===== src/pkg/arwm_pkg.sv =====
package arwm_pkg;
  localparam logic [7:0] ADDR_RES_LOW  = 8'hbd;
  localparam logic [7:0] ADDR_RES_HIGH = 8'hbe;
  localparam logic [7:0] ADDR_LT_LOW   = 8'hc5;
  localparam logic [7:0] ADDR_LT_HIGH  = 8'hc6;
  localparam logic [7:0] ADDR_GT_LOW   = 8'hc3;
  localparam logic [7:0] ADDR_GT_HIGH  = 8'hc4;
  localparam logic [7:0] ADDR_MUX_SEL  = 8'hbb;
  localparam logic [7:0] ADDR_REF_CTRL = 8'hd1;

  localparam logic [7:0] RST_RES_LOW   = 8'h00;
  localparam logic [7:0] RST_RES_HIGH  = 8'h00;
  localparam logic [7:0] RST_LT_LOW    = 8'h00;
  localparam logic [7:0] RST_LT_HIGH   = 8'h00;
  localparam logic [7:0] RST_GT_LOW    = 8'hff;
  localparam logic [7:0] RST_GT_HIGH   = 8'hff;
  localparam logic [7:0] RST_MUX_SEL   = 8'h1f;
  localparam logic [7:0] RST_REF_CTRL  = 8'h18;

  // Writable bits; the rest read as zero
  localparam logic [7:0] MASK_MUX_SEL  = 8'h1f;
  localparam logic [7:0] MASK_REF_CTRL = 8'hbc;

  localparam int REF_LEVEL_BIT   = 7;
  localparam int REF_GND_SEL_BIT = 5;
  localparam int REF_SRC_MSB     = 4;
  localparam int REF_SRC_LSB     = 3;
  localparam int REF_TEMP_EN_BIT = 2;

  localparam logic [4:0] MUX_TEMP   = 5'h10;
  localparam logic [4:0] MUX_LDO    = 5'h11;
  localparam logic [4:0] MUX_VDD    = 5'h12;
  localparam logic [4:0] MUX_GND    = 5'h13;

  typedef struct packed {
    logic [15:0] ext_sel;
    logic        temp_sel;
    logic        ldo_sel;
    logic        vdd_sel;
    logic        gnd_sel;
  } arwm_mux_s;

  typedef struct packed {
    logic       internal_reference_level;
    logic       ground_reference_select;
    logic [1:0] reference_source_select;
    logic [3:0] ref_route;
    logic       temp_sensor_enable;
  } arwm_ref_s;

  typedef struct packed {
    logic [7:0] addr;
    logic       wr;
    logic       rd;
    logic [7:0] wdata;
  } arwm_sfr_s;
endpackage


===== src/hw/arwm_regs.sv =====
`timescale 1ns/1ps
module arwm_regs (
  // Clock and reset
  input  wire logic                clk_sys,
  input  wire logic                rst_n,
  // Special-function-register access
  input  wire arwm_pkg::arwm_sfr_s sfr,
  output logic [7:0]               sfr_rdata,
  // Conversion engine
  input  wire logic                conv_done,
  input  wire logic [15:0]         conv_data,
  input  wire logic [2:0]          result_format_select,
  input  wire logic                conversion_sync_bit,
  // Window compare
  input  wire logic                window_flag_clr,
  output logic                     window_flag,
  // Analog controls
  output arwm_pkg::arwm_mux_s      analog_input_mux,
  output arwm_pkg::arwm_ref_s      reference_control
);

  logic [15:0]         acc_q, acc_d;
  logic [7:0]          gt_hi_q, gt_hi_d, gt_lo_q, gt_lo_d;
  logic [7:0]          lt_hi_q, lt_hi_d, lt_lo_q, lt_lo_d;
  logic [7:0]          mux_q, mux_d, ref_q, ref_d;
  logic [7:0]          rdata_q, rdata_d;
  logic                win_q, win_d;
  arwm_pkg::arwm_mux_s amux_q, amux_d;
  arwm_pkg::arwm_ref_s aref_q, aref_d;
  logic [15:0]         fmt_acc, fmt_conv, gt_thr, lt_thr;
  logic                wr_lo, wr_hi;

  function automatic logic win_hit(input logic [15:0] x, input logic [15:0] gt,
                                   input logic [15:0] lt);
    if (lt > gt) begin
      win_hit = (x > gt) && (x < lt);
    end else begin
      win_hit = (x > gt) || (x < lt);
    end
  endfunction

  function automatic arwm_pkg::arwm_mux_s mux_dec(input logic [4:0] code);
    mux_dec = '0;
    if (code[4] == 1'b0) begin
      mux_dec.ext_sel = 16'h0001 << code[3:0];
    end else begin
      case (code)
        arwm_pkg::MUX_TEMP: mux_dec.temp_sel = 1'b1;
        arwm_pkg::MUX_LDO:  mux_dec.ldo_sel  = 1'b1;
        arwm_pkg::MUX_VDD:  mux_dec.vdd_sel  = 1'b1;
        arwm_pkg::MUX_GND:  mux_dec.gnd_sel  = 1'b1;
        default:            mux_dec = '0;
      endcase
    end
  endfunction

  // Format shifts right, filling the top with zeros
  assign fmt_acc  = acc_q >> result_format_select;
  assign fmt_conv = conv_data >> result_format_select;
  assign gt_thr   = {gt_hi_q, gt_lo_q};
  assign lt_thr   = {lt_hi_q, lt_lo_q};
  assign wr_lo    = sfr.wr && (sfr.addr == arwm_pkg::ADDR_RES_LOW);
  assign wr_hi    = sfr.wr && (sfr.addr == arwm_pkg::ADDR_RES_HIGH);

  always_comb begin
    acc_d   = acc_q;
    gt_hi_d = gt_hi_q;
    gt_lo_d = gt_lo_q;
    lt_hi_d = lt_hi_q;
    lt_lo_d = lt_lo_q;
    mux_d   = mux_q;
    ref_d   = ref_q;
    // A conversion result takes priority over a software byte write
    if (conv_done) begin
      acc_d = conv_data;
    end else begin
      if (wr_hi) begin
        acc_d[15:8] = sfr.wdata;
      end
      if (wr_lo) begin
        acc_d[7:0] = sfr.wdata;
      end
    end
    if (sfr.wr) begin
      case (sfr.addr)
        arwm_pkg::ADDR_GT_HIGH:  gt_hi_d = sfr.wdata;
        arwm_pkg::ADDR_GT_LOW:   gt_lo_d = sfr.wdata;
        arwm_pkg::ADDR_LT_HIGH:  lt_hi_d = sfr.wdata;
        arwm_pkg::ADDR_LT_LOW:   lt_lo_d = sfr.wdata;
        arwm_pkg::ADDR_MUX_SEL:  mux_d = sfr.wdata & arwm_pkg::MASK_MUX_SEL;
        arwm_pkg::ADDR_REF_CTRL: ref_d = sfr.wdata & arwm_pkg::MASK_REF_CTRL;
        default: ;
      endcase
    end
  end

  always_ff @(posedge clk_sys or negedge rst_n) begin
    if (!rst_n) begin
      acc_q   <= {arwm_pkg::RST_RES_HIGH, arwm_pkg::RST_RES_LOW};
      gt_hi_q <= arwm_pkg::RST_GT_HIGH;
      gt_lo_q <= arwm_pkg::RST_GT_LOW;
      lt_hi_q <= arwm_pkg::RST_LT_HIGH;
      lt_lo_q <= arwm_pkg::RST_LT_LOW;
      mux_q   <= arwm_pkg::RST_MUX_SEL;
      ref_q   <= arwm_pkg::RST_REF_CTRL;
    end else begin
      acc_q   <= acc_d;
      gt_hi_q <= gt_hi_d;
      gt_lo_q <= gt_lo_d;
      lt_hi_q <= lt_hi_d;
      lt_lo_q <= lt_lo_d;
      mux_q   <= mux_d;
      ref_q   <= ref_d;
    end
  end

  // Read path
  always_comb begin
    rdata_d = rdata_q;
    if (sfr.rd) begin
      case (sfr.addr)
        arwm_pkg::ADDR_RES_HIGH: rdata_d = fmt_acc[15:8];
        arwm_pkg::ADDR_RES_LOW:  rdata_d = fmt_acc[7:0];
        arwm_pkg::ADDR_GT_HIGH:  rdata_d = gt_hi_q;
        arwm_pkg::ADDR_GT_LOW:   rdata_d = gt_lo_q;
        arwm_pkg::ADDR_LT_HIGH:  rdata_d = lt_hi_q;
        arwm_pkg::ADDR_LT_LOW:   rdata_d = lt_lo_q;
        arwm_pkg::ADDR_MUX_SEL:  rdata_d = mux_q;
        arwm_pkg::ADDR_REF_CTRL: rdata_d = ref_q;
        default:                 rdata_d = 8'h00;
      endcase
    end
  end

  always_ff @(posedge clk_sys or negedge rst_n) begin
    if (!rst_n) begin
      rdata_q <= 8'h00;
    end else begin
      rdata_q <= rdata_d;
    end
  end

  // Window compare
  always_comb begin
    win_d = win_q;
    // Set wins over clear
    if (window_flag_clr) begin
      win_d = 1'b0;
    end
    if (conv_done && win_hit(fmt_conv, gt_thr, lt_thr)) begin
      win_d = 1'b1;
    end
  end

  always_ff @(posedge clk_sys or negedge rst_n) begin
    if (!rst_n) begin
      win_q <= 1'b0;
    end else begin
      win_q <= win_d;
    end
  end

  // Analog selects decode the next register values, so they move with them
  always_comb begin
    amux_d = mux_dec(mux_d[4:0]);
    aref_d.internal_reference_level = ref_d[arwm_pkg::REF_LEVEL_BIT];
    aref_d.ground_reference_select  = ref_d[arwm_pkg::REF_GND_SEL_BIT];
    aref_d.reference_source_select  = ref_d[arwm_pkg::REF_SRC_MSB:arwm_pkg::REF_SRC_LSB];
    aref_d.ref_route   = 4'h1 << ref_d[arwm_pkg::REF_SRC_MSB:arwm_pkg::REF_SRC_LSB];
    aref_d.temp_sensor_enable = ref_d[arwm_pkg::REF_TEMP_EN_BIT];
  end

  always_ff @(posedge clk_sys or negedge rst_n) begin
    if (!rst_n) begin
      amux_q <= '0;
      aref_q <= '{internal_reference_level: 1'b0, ground_reference_select: 1'b0,
                  reference_source_select: 2'h3, ref_route: 4'h8,
                  temp_sensor_enable: 1'b0};
    end else begin
      amux_q <= amux_d;
      aref_q <= aref_d;
    end
  end

  assign sfr_rdata         = rdata_q;
  assign window_flag       = win_q;
  assign analog_input_mux  = amux_q;
  assign reference_control = aref_q;
endmodule


===== config.mk =====
export PLATFORM = sky130hd
export DESIGN_NAME = arwm_regs
export DESIGN_NICKNAME = d
export VERILOG_FILES = /design/src/pkg/arwm_pkg.sv /design/src/hw/arwm_regs.sv
export SDC_FILE = /design/constraint.sdc
export NUM_CORES = 1
export LEC_CHECK = 0
export BUFFER_PORTS_ARGS = -buffer_cell sky130_fd_sc_hd__buf_2
export CAP_MARGIN = 15
export CELL_PAD_IN_SITES_DETAIL_PLACEMENT = 0
export CELL_PAD_IN_SITES_GLOBAL_PLACEMENT = 1
export CORE_UTILIZATION = 36
export DETAILED_ROUTE_END_ITERATION = 8
export GPL_ROUTABILITY_DRIVEN = 0
export HOLD_SLACK_MARGIN = 0.15
export MAX_ROUTING_LAYER = met4
export PLACE_DENSITY = 0.76
export SETUP_SLACK_MARGIN = 0.4
export SYNTH_ARGS = -nofsm -noshare
export SYNTH_HDL_FRONTEND = slang
export SYNTH_SLANG_ARGS = --single-unit

===== constraint.sdc =====
create_clock -name clk_sys -period 2.4 [get_ports clk_sys]
set_input_delay 0.72 -clock clk_sys [delete_from_list [all_inputs] [get_ports clk_sys]]
set_output_delay 0.72 -clock clk_sys [all_outputs]
set_load 0.02 [all_outputs]

==> key figures, run 1 <==
CTS
  – H-tree lvl count: 3
  – Latest clock arrival within the worst-skew pair: 0.35 ns
  – CTS Hold Bufs: 0
  – Num CTS Buffers: 9
  – Root buffer cell: clkbuf_16
  – Max Buffers Root-to-Sink: 2
  – Number of clock sinks: 91
  – Clock-pin slew on the worst setup and hold paths: 0.07 ns
  – Clock tree from TritonCTS: yes

Logic synthesis
  – Yosys synthesis warning count: 0
  – Number of storage elements in the synthesis netlist: 91
  – Synthesized Nets: 718
  – Dominant synthesized flop cell: dfrtp_1
  – Syn Std Cell Area: 0.00632 mm²
  – Share of synthesized registers carrying an async set or reset: 100%
  – Average instance area after synthesis: 10.0 µm²
  – Count of distinct cell types in the synthesized netlist: 62
  – Number of synthesized flops with an enable pin: 0
  – Count of mapped cells out of synthesis: 629
  – Share of synthesized area occupied by flip-flops and latches: 36.5%

Route
  – Vias per cell: 5.63
  – 1st-iter DRT viols: 392
  – Detailed Routing Iterations Pass 1: 5
  – Via count: 5567
  – Total wirelength of the detailed-routed design: 19500 µm
  – Post-DR wirelength/cell: 19.7 µm
  – Count of unresolved DRC violations after routing: 0
  – Number of nets with antenna violations after detailed routing: 0

Die
  – Core Region: 0.0172 mm²
  – Die Y: 134 µm
  – Row count: 48
  – Die outline area: 0.0181 mm²
  – Width of the die: 134 µm
  – Initial Util: 36.7%
  – Number of top-level design ports: 80

Power
  – Lkg Pwr: 3.78 nW
  – Pwr Total: 0.00427 W
  – Power density of the placed cells: 497 mW/mm²
  – Peak supply drop: 0.360 mV

Finish
  – Multi-input logic area: 0.00437 mm²
  – Count of filler cells inserted in the layout: 1572
  – Number of nets in the finished design: 848
  – Area Overhead vs Synth: 36.1%
  – Fraction of final layout cells sized beyond drive strength 1: 46.3%
  – Commonest non-fill, non-tap cell in the layout: buf_2
  – Highest-count cells in the layout ignoring fill and taps: buf_2 (73), dfrtp_1 (67), buf_4 (64)
  – Antenna diode instance count: 0
  – Register cell area after layout: 0.00231 mm²
  – Post-layout utilization of the core: 49.9%

Status
  – Violated checks: negative setup slack
  – Outcome: complete, but fails checks

Timing
  – Worst Clk Skew: 0.0128 ns
  – RSZ-0062 raised after global routing: yes
  – Number of hold violations in the final report: 0
  – Least-Margin Pin Slew: 0.529 ns
  – Final Worst Setup Slack: -0.325 ns
  – Final clock period utilization by the worst path: 114%
  – Final max-slew violation count: 0
  – Achievable frequency: 0.367 GHz
  – Slew margin rel.: 64.7%
  – Min Tclk post-route: 2.73 ns
  – Setup Viol. Count Final: 1

Placed design
  – DP Wirelength: 14900 µm
  – # port buffers: 78

Critical path
  – Data required time at the worst endpoint: 2.68 ns
  – Worst Setup Path Type: input port to register
  – Setup crit end kind: register
  – CP peak stage delay: 0.45 ns
  – Maximum fanout count along the critical path: 4
  – Cell chain of the critical path: buf_12 > buf_6 > mux2_4 > o21ai_4 > mux2i_4 > ha_4 > nand4_1 > a2111o_1 > a31oi_2 > o211ai_1 > nand3_1
  – Kind of start point of the critical path: input port
  – Slowest cell on crit path: a2111o_1
  – Crit path arrival time: 3.00 ns

GRT
  – Number of global-route vias before repair: 5682
  – Maximum number of pins on one net before global-route repair: 41
  – Overall track demand over capacity in global routing: 22.5%
  – Number of antenna violations at the first check in global routing: 0
  – Total global routing overflow: 0
  – Global-route wire length before repair: 30200 µm

Flow run
  – Max-Cap Viols: 0

Hold path
  – Worst min-delay path class: input port to async pin
-- kinds of logic (layout without fill, tap and decap cells) --
family / after synthesis / after routing / share of synthesized area, %
and+or+nand+nor: 162 / 162 / 13.9
buffers and inverters: 85 / 220 / 5.66
muxes: 120 / 120 / 21.7
adders and majority gates: 47 / 47 / 9.31
DFF: 91 / 91 / 36.5
AOI/OAI and AO/OA: 124 / 124 / 12.9
-- critical path, delay by kind of cell --
| kind | cells | cell delay (ns) |
|---|---|---|
| muxes | 2 | 0.45 |
| AOI/OAI and AO/OA | 4 | 1.00 |
| and+or+nand+nor | 2 | 0.29 |
| adders and majority gates | 1 | 0.29 |
| buffers and inverters | 2 | 0.24 |
-- worst paths after layout --
kind                       slack [ns]           end                     from  depth (start not counted)
hold / removal                   0.35    lt_hi_q[6]                    rst_n                          1
min in group clk_sys             0.53  sfr_rdata[3]             sfr_rdata[3]                          2
max in group asynchronous        1.41      acc_q[8]                    rst_n                          2
setup / recovery                -0.33   window_flag  result_format_select[1]                         11
setup reg to reg                 0.21   window_flag               gt_hi_q[3]                          8
hold reg to reg                  0.53  sfr_rdata[3]             sfr_rdata[3]                          2
-- metal layers --
metal  vias up  global-route usage (%)  routed length, µm
met2       155                    37.3               9750
met1      2780                    28.5               8460
met4         0                    6.87                472
met5         -                       -                  0
met3        36                    2.97                836
li1       2596                       -                  -
-- report_power, final --
part / total [W] / internal (W) / switching, W
registers: 0.00171 / 0.00162 / 0.0000815
logic: 0.00116 / 0.000535 / 0.000629
clock network: 0.00140 / 0.000731 / 0.000669
-- registers in the layout (all words and copies together) (netlist names) --
signal             cells
ref_q                  4
analog_input_mux      20
mux_q                  5
acc_q                 16
gt_hi_q                8
window_flag            1
lt_hi_q                8
lt_lo_q                8
reference_control      5
gt_lo_q                8
sfr_rdata              8
-- Yosys cell counts, types with 11 or more instances --
cell      count  area, µm²
dfrtp_1      67       1680
mux2i_1      64        641
inv_1        48        180
ha_1         47        588
mux2_2       47        529
nand2_1      47        176
o21ai_0      38        190
nor3_1       30        150
dfstp_2      24        631
nor2_1       21       78.8
a21oi_1      18       90.1
clkbuf_1     18       67.6
o22ai_1      12       75.1
nand4_1      11       68.8
-- repair_timing --
item,CTS,global route
buffers inserted,2,9
endpoints found under the setup margin,11,24
gates resized for setup,36,63
pin swaps,9,17
endpoints found under the hold margin,0,0
-- stage by stage --
stage | cells | area (µm²) | TNS (ns) | setup WS [ns] | hold slack (ns)
after floorplan | 629 | 6750 | -0.580 | -0.580 | 0.424
after global placement | 962 | 7720 | -1.27 | -0.671 | 0.519
after detailed placement | 962 | 7720 | -1.40 | -0.740 | 0.518
after CTS | 980 | 8180 | -0.262 | -0.262 | 0.362
after global routing | 989 | 8600 | -0.398 | -0.398 | 0.381
final | 989 | 8600 | -0.325 | -0.325 | 0.347
-- cell type report --
cell class | count | share of cell area (%)
clock buffer | 9 | 2.62
clock inverter | 7 | 0.830
inverter | 49 | 2.21
multi-input combinational | 453 | 50.9
sequential | 91 | 26.8
tap | 225 | 3.27
timing repair buffer | 155 | 13.4
(Power assumes the default switching activity.)
==> inputs of run 2 (changes only) <==
--- a/config.mk
+++ b/config.mk
@@ -7,8 +7,9 @@
 export LEC_CHECK = 0
 export BUFFER_PORTS_ARGS = -buffer_cell sky130_fd_sc_hd__buf_2
 export CAP_MARGIN = 15
-export CELL_PAD_IN_SITES_DETAIL_PLACEMENT = 0
+export CELL_PAD_IN_SITES_DETAIL_PLACEMENT = 1
 export CELL_PAD_IN_SITES_GLOBAL_PLACEMENT = 1
+export CORE_ASPECT_RATIO = 0.7
 export CORE_UTILIZATION = 36
 export DETAILED_ROUTE_END_ITERATION = 8
 export GPL_ROUTABILITY_DRIVEN = 0
@@ -16,6 +17,7 @@
 export MAX_ROUTING_LAYER = met4
 export PLACE_DENSITY = 0.76
 export SETUP_SLACK_MARGIN = 0.4
+export SKIP_CTS_REPAIR_TIMING = 1
 export SYNTH_ARGS = -nofsm -noshare
 export SYNTH_HDL_FRONTEND = slang
 export SYNTH_SLANG_ARGS = --single-unit
==> key figures, run 2 (synthesis gave the netlist of run 1 again) <==
Status
  – Outcome: complete, but fails checks
  – Violated checks: negative setup slack

Power
  – Share of power burned in registers: 40.4% (+0.5 points)
  – Sw Pwr: 0.00137 W (-0.75%)
  – Combinational group share of total power: 27.1% (-0.2 points)
  – Switching Fraction: 32.3% (+0.040 points)
  – Power density of the placed cells: 506 mW/mm² (+1.9%)
  – Internal Pwr Total: 0.00286 W (-0.93%)
  – Lkg Pwr: 3.75 nW (-0.82%)
  – Clock power frac: 32.5% (-0.3 points)
  – Peak supply drop: 0.268 mV (-25%)
  – Pwr Total: 0.00423 W (-0.88%)

CTS
  – Max Buffers Root-to-Sink: 2 (unchanged)
  – Number of clock sinks: 91 (unchanged)
  – Root buffer cell: clkbuf_16
  – Num CTS Buffers: 9 (unchanged)
  – Latest clock arrival within the worst-skew pair: 0.34 ns (about the same)
  – Clock tree from TritonCTS: yes
  – Clock-pin slew on the worst setup and hold paths: 0.07 ns (about the same)
  – H-tree lvl count: 3 (unchanged)

Die
  – Width of the die: 160 µm (+19%)
  – Number of top-level design ports: 80 (unchanged)
  – Core Region: 0.0172 mm² (-0.41%)
  – Die outline area: 0.0181 mm² (about the same)
  – Die Y: 113 µm (-16%)
  – Row count: 40 (-17%)
  – Initial Util: 36.8% (+0.15 points)

Placed design
  – Cell area after placement: 0.00773 mm² (+0.13%)
  – Setup WS pre-CTS: -0.843 ns (-0.102 ns)
  – # port buffers: 78 (unchanged)
  – DP Wirelength: 17300 µm (+16%)

GRT
  – Total global routing overflow: 0 (unchanged)
  – Number of global-route vias before repair: 6147 (+8.2%)
  – Number of antenna violations at the first check in global routing: 0 (unchanged)
  – Maximum number of pins on one net before global-route repair: 54 (+32%)
  – Overall track demand over capacity in global routing: 26.0% (+3.5 points)
  – Global-route wire length before repair: 34900 µm (+15%)

Timing
  – Total negative slack: -0.414 ns (-0.0890 ns)
  – Achievable frequency: 0.355 GHz (-3.2%)
  – Worst Clk Skew: 0.00771 ns (-0.00511 ns)
  – Final Worst Setup Slack: -0.414 ns (-0.0890 ns)
  – Final clock period utilization by the worst path: 117% (+3.7 points)
  – Min Tclk post-route: 2.81 ns (+0.0890 ns)
  – Setup Viol. Count Final: 1 (unchanged)
  – Least-Margin Pin Slew: 0.541 ns (+0.0113 ns)
  – Number of hold violations in the final report: 0 (unchanged)
  – RSZ-0062 raised after global routing: yes
  – Final max-slew violation count: 0 (unchanged)
  – Slew margin rel.: 63.6% (-1.1 points)

Finish
  – Highest-count cells in the layout ignoring fill and taps: buf_2 (76), buf_4 (74), dfrtp_1 (67)
  – Number of nets in the finished design: 849 (+0.12%)
  – Summed area of non-filler cells in the final layout: 0.00836 mm² (-2.7%)
  – Fraction of final layout cells sized beyond drive strength 1: 44.1% (-2.3 points)
  – Post-layout utilization of the core: 48.7% (-1.2 points)
  – Area Overhead vs Synth: 32.4%
  – Max FFs per register: 20 (unchanged)
  – Antenna diode instance count: 0 (unchanged)
  – Commonest non-fill, non-tap cell in the layout: buf_2

Critical path
  – Maximum fanout count along the critical path: 6 (+2)
  – Data required time at the worst endpoint: 2.68 ns (about the same)
  – Setup crit end kind: register
  – Kind of start point of the critical path: input port
  – Crit path arrival time: 3.10 ns (+0.10 ns)
  – Worst Setup Path Type: input port to register
  – Register-to-register setup slack: 0.23 ns (+0.02 ns)

Route
  – Detailed Routing Iterations Pass 1: 5 (unchanged)
  – Number of nets with antenna violations after detailed routing: 0 (unchanged)
  – Post-DR wirelength/cell: 22.7 µm (+15%)
  – Count of unresolved DRC violations after routing: 0 (unchanged)
  – Total wirelength of the detailed-routed design: 22600 µm (+16%)
  – Via count: 5718 (+2.7%)
  – Vias per cell: 5.74 (+2.0%)
  – 1st-iter DRT viols: 360 (-8.2%)

Flow run
  – Max-Cap Viols: 0 (unchanged)

Hold path
  – Worst min-delay path class: input port to async pin
-- run 2: power groups by stage --
| stage | clock network, W | registers [W] | logic [W] |
|---|---|---|---|
| 2_1_floorplan | 0 | 0.00173 | 0.000614 |
| 3_3_place_gp | 0 | 0.00172 | 0.000959 |
| 3_5_place_dp | 0 | 0.00173 | 0.00102 |
| 4_1_cts | 0.00140 | 0.00171 | 0.00103 |
| 5_1_grt | 0.00146 | 0.00172 | 0.00124 |
| 6_report | 0.00138 | 0.00171 | 0.00115 |
-- run 2: cell type report --
type	count	area, µm²
repair buffers	156	1040
fillers	1906	8800
inverters	49	186
clock buffers	10	239
clock inverters	6	46.3
well taps	231	289
multi-input cells	453	4250
flip-flops and latches	91	2310
-- run 2: stage by stage --
stage / hold slack (ns) / std cells
floorplan: 0.424 / 629
global placement: 0.513 / 975
detailed placement: 0.518 / 975
CTS: 0.335 / 991
global route: 0.349 / 996
finish: 0.320 / 996
-- run 2: critical path: stages --
cell,delay (ns)
buf_6,0.12
buf_12,0.14
mux2i_4,0.23
mux2i_1,0.11
nand2_1,0.09
o31ai_1,0.09
buf_4,0.18
ha_1,0.30
nand4_1,0.14
buf_4,0.19
a2111o_1,0.35
a31oi_4,0.21
a32oi_1,0.12
nand3_1,0.09
-- run 2: worst paths after layout --
| path | cells after the start | end | start |
|---|---|---|---|
| min reg2reg | 2 | sfr_rdata[2] | sfr_rdata[2] |
| min | 1 | analog_input_mux[18] | rst_n |
| max | 14 | window_flag | result_format_select[1] |
| max in group asynchronous | 2 | gt_lo_q[6] | rst_n |
| min in group clk_sys | 2 | sfr_rdata[2] | sfr_rdata[2] |
| max reg2reg | 8 | window_flag | gt_hi_q[5] |
-- run 2: per-layer routing --
metal / global-route usage, % / part of all wire [%] / up-vias
met5: - / 0 / -
met4: 5.78 / 1.5 / 0
met3: 5.50 / 5.6 / 33
met2: 40.7 / 47 / 159
met1: 34.5 / 46 / 2948
li1: - / - / 2578
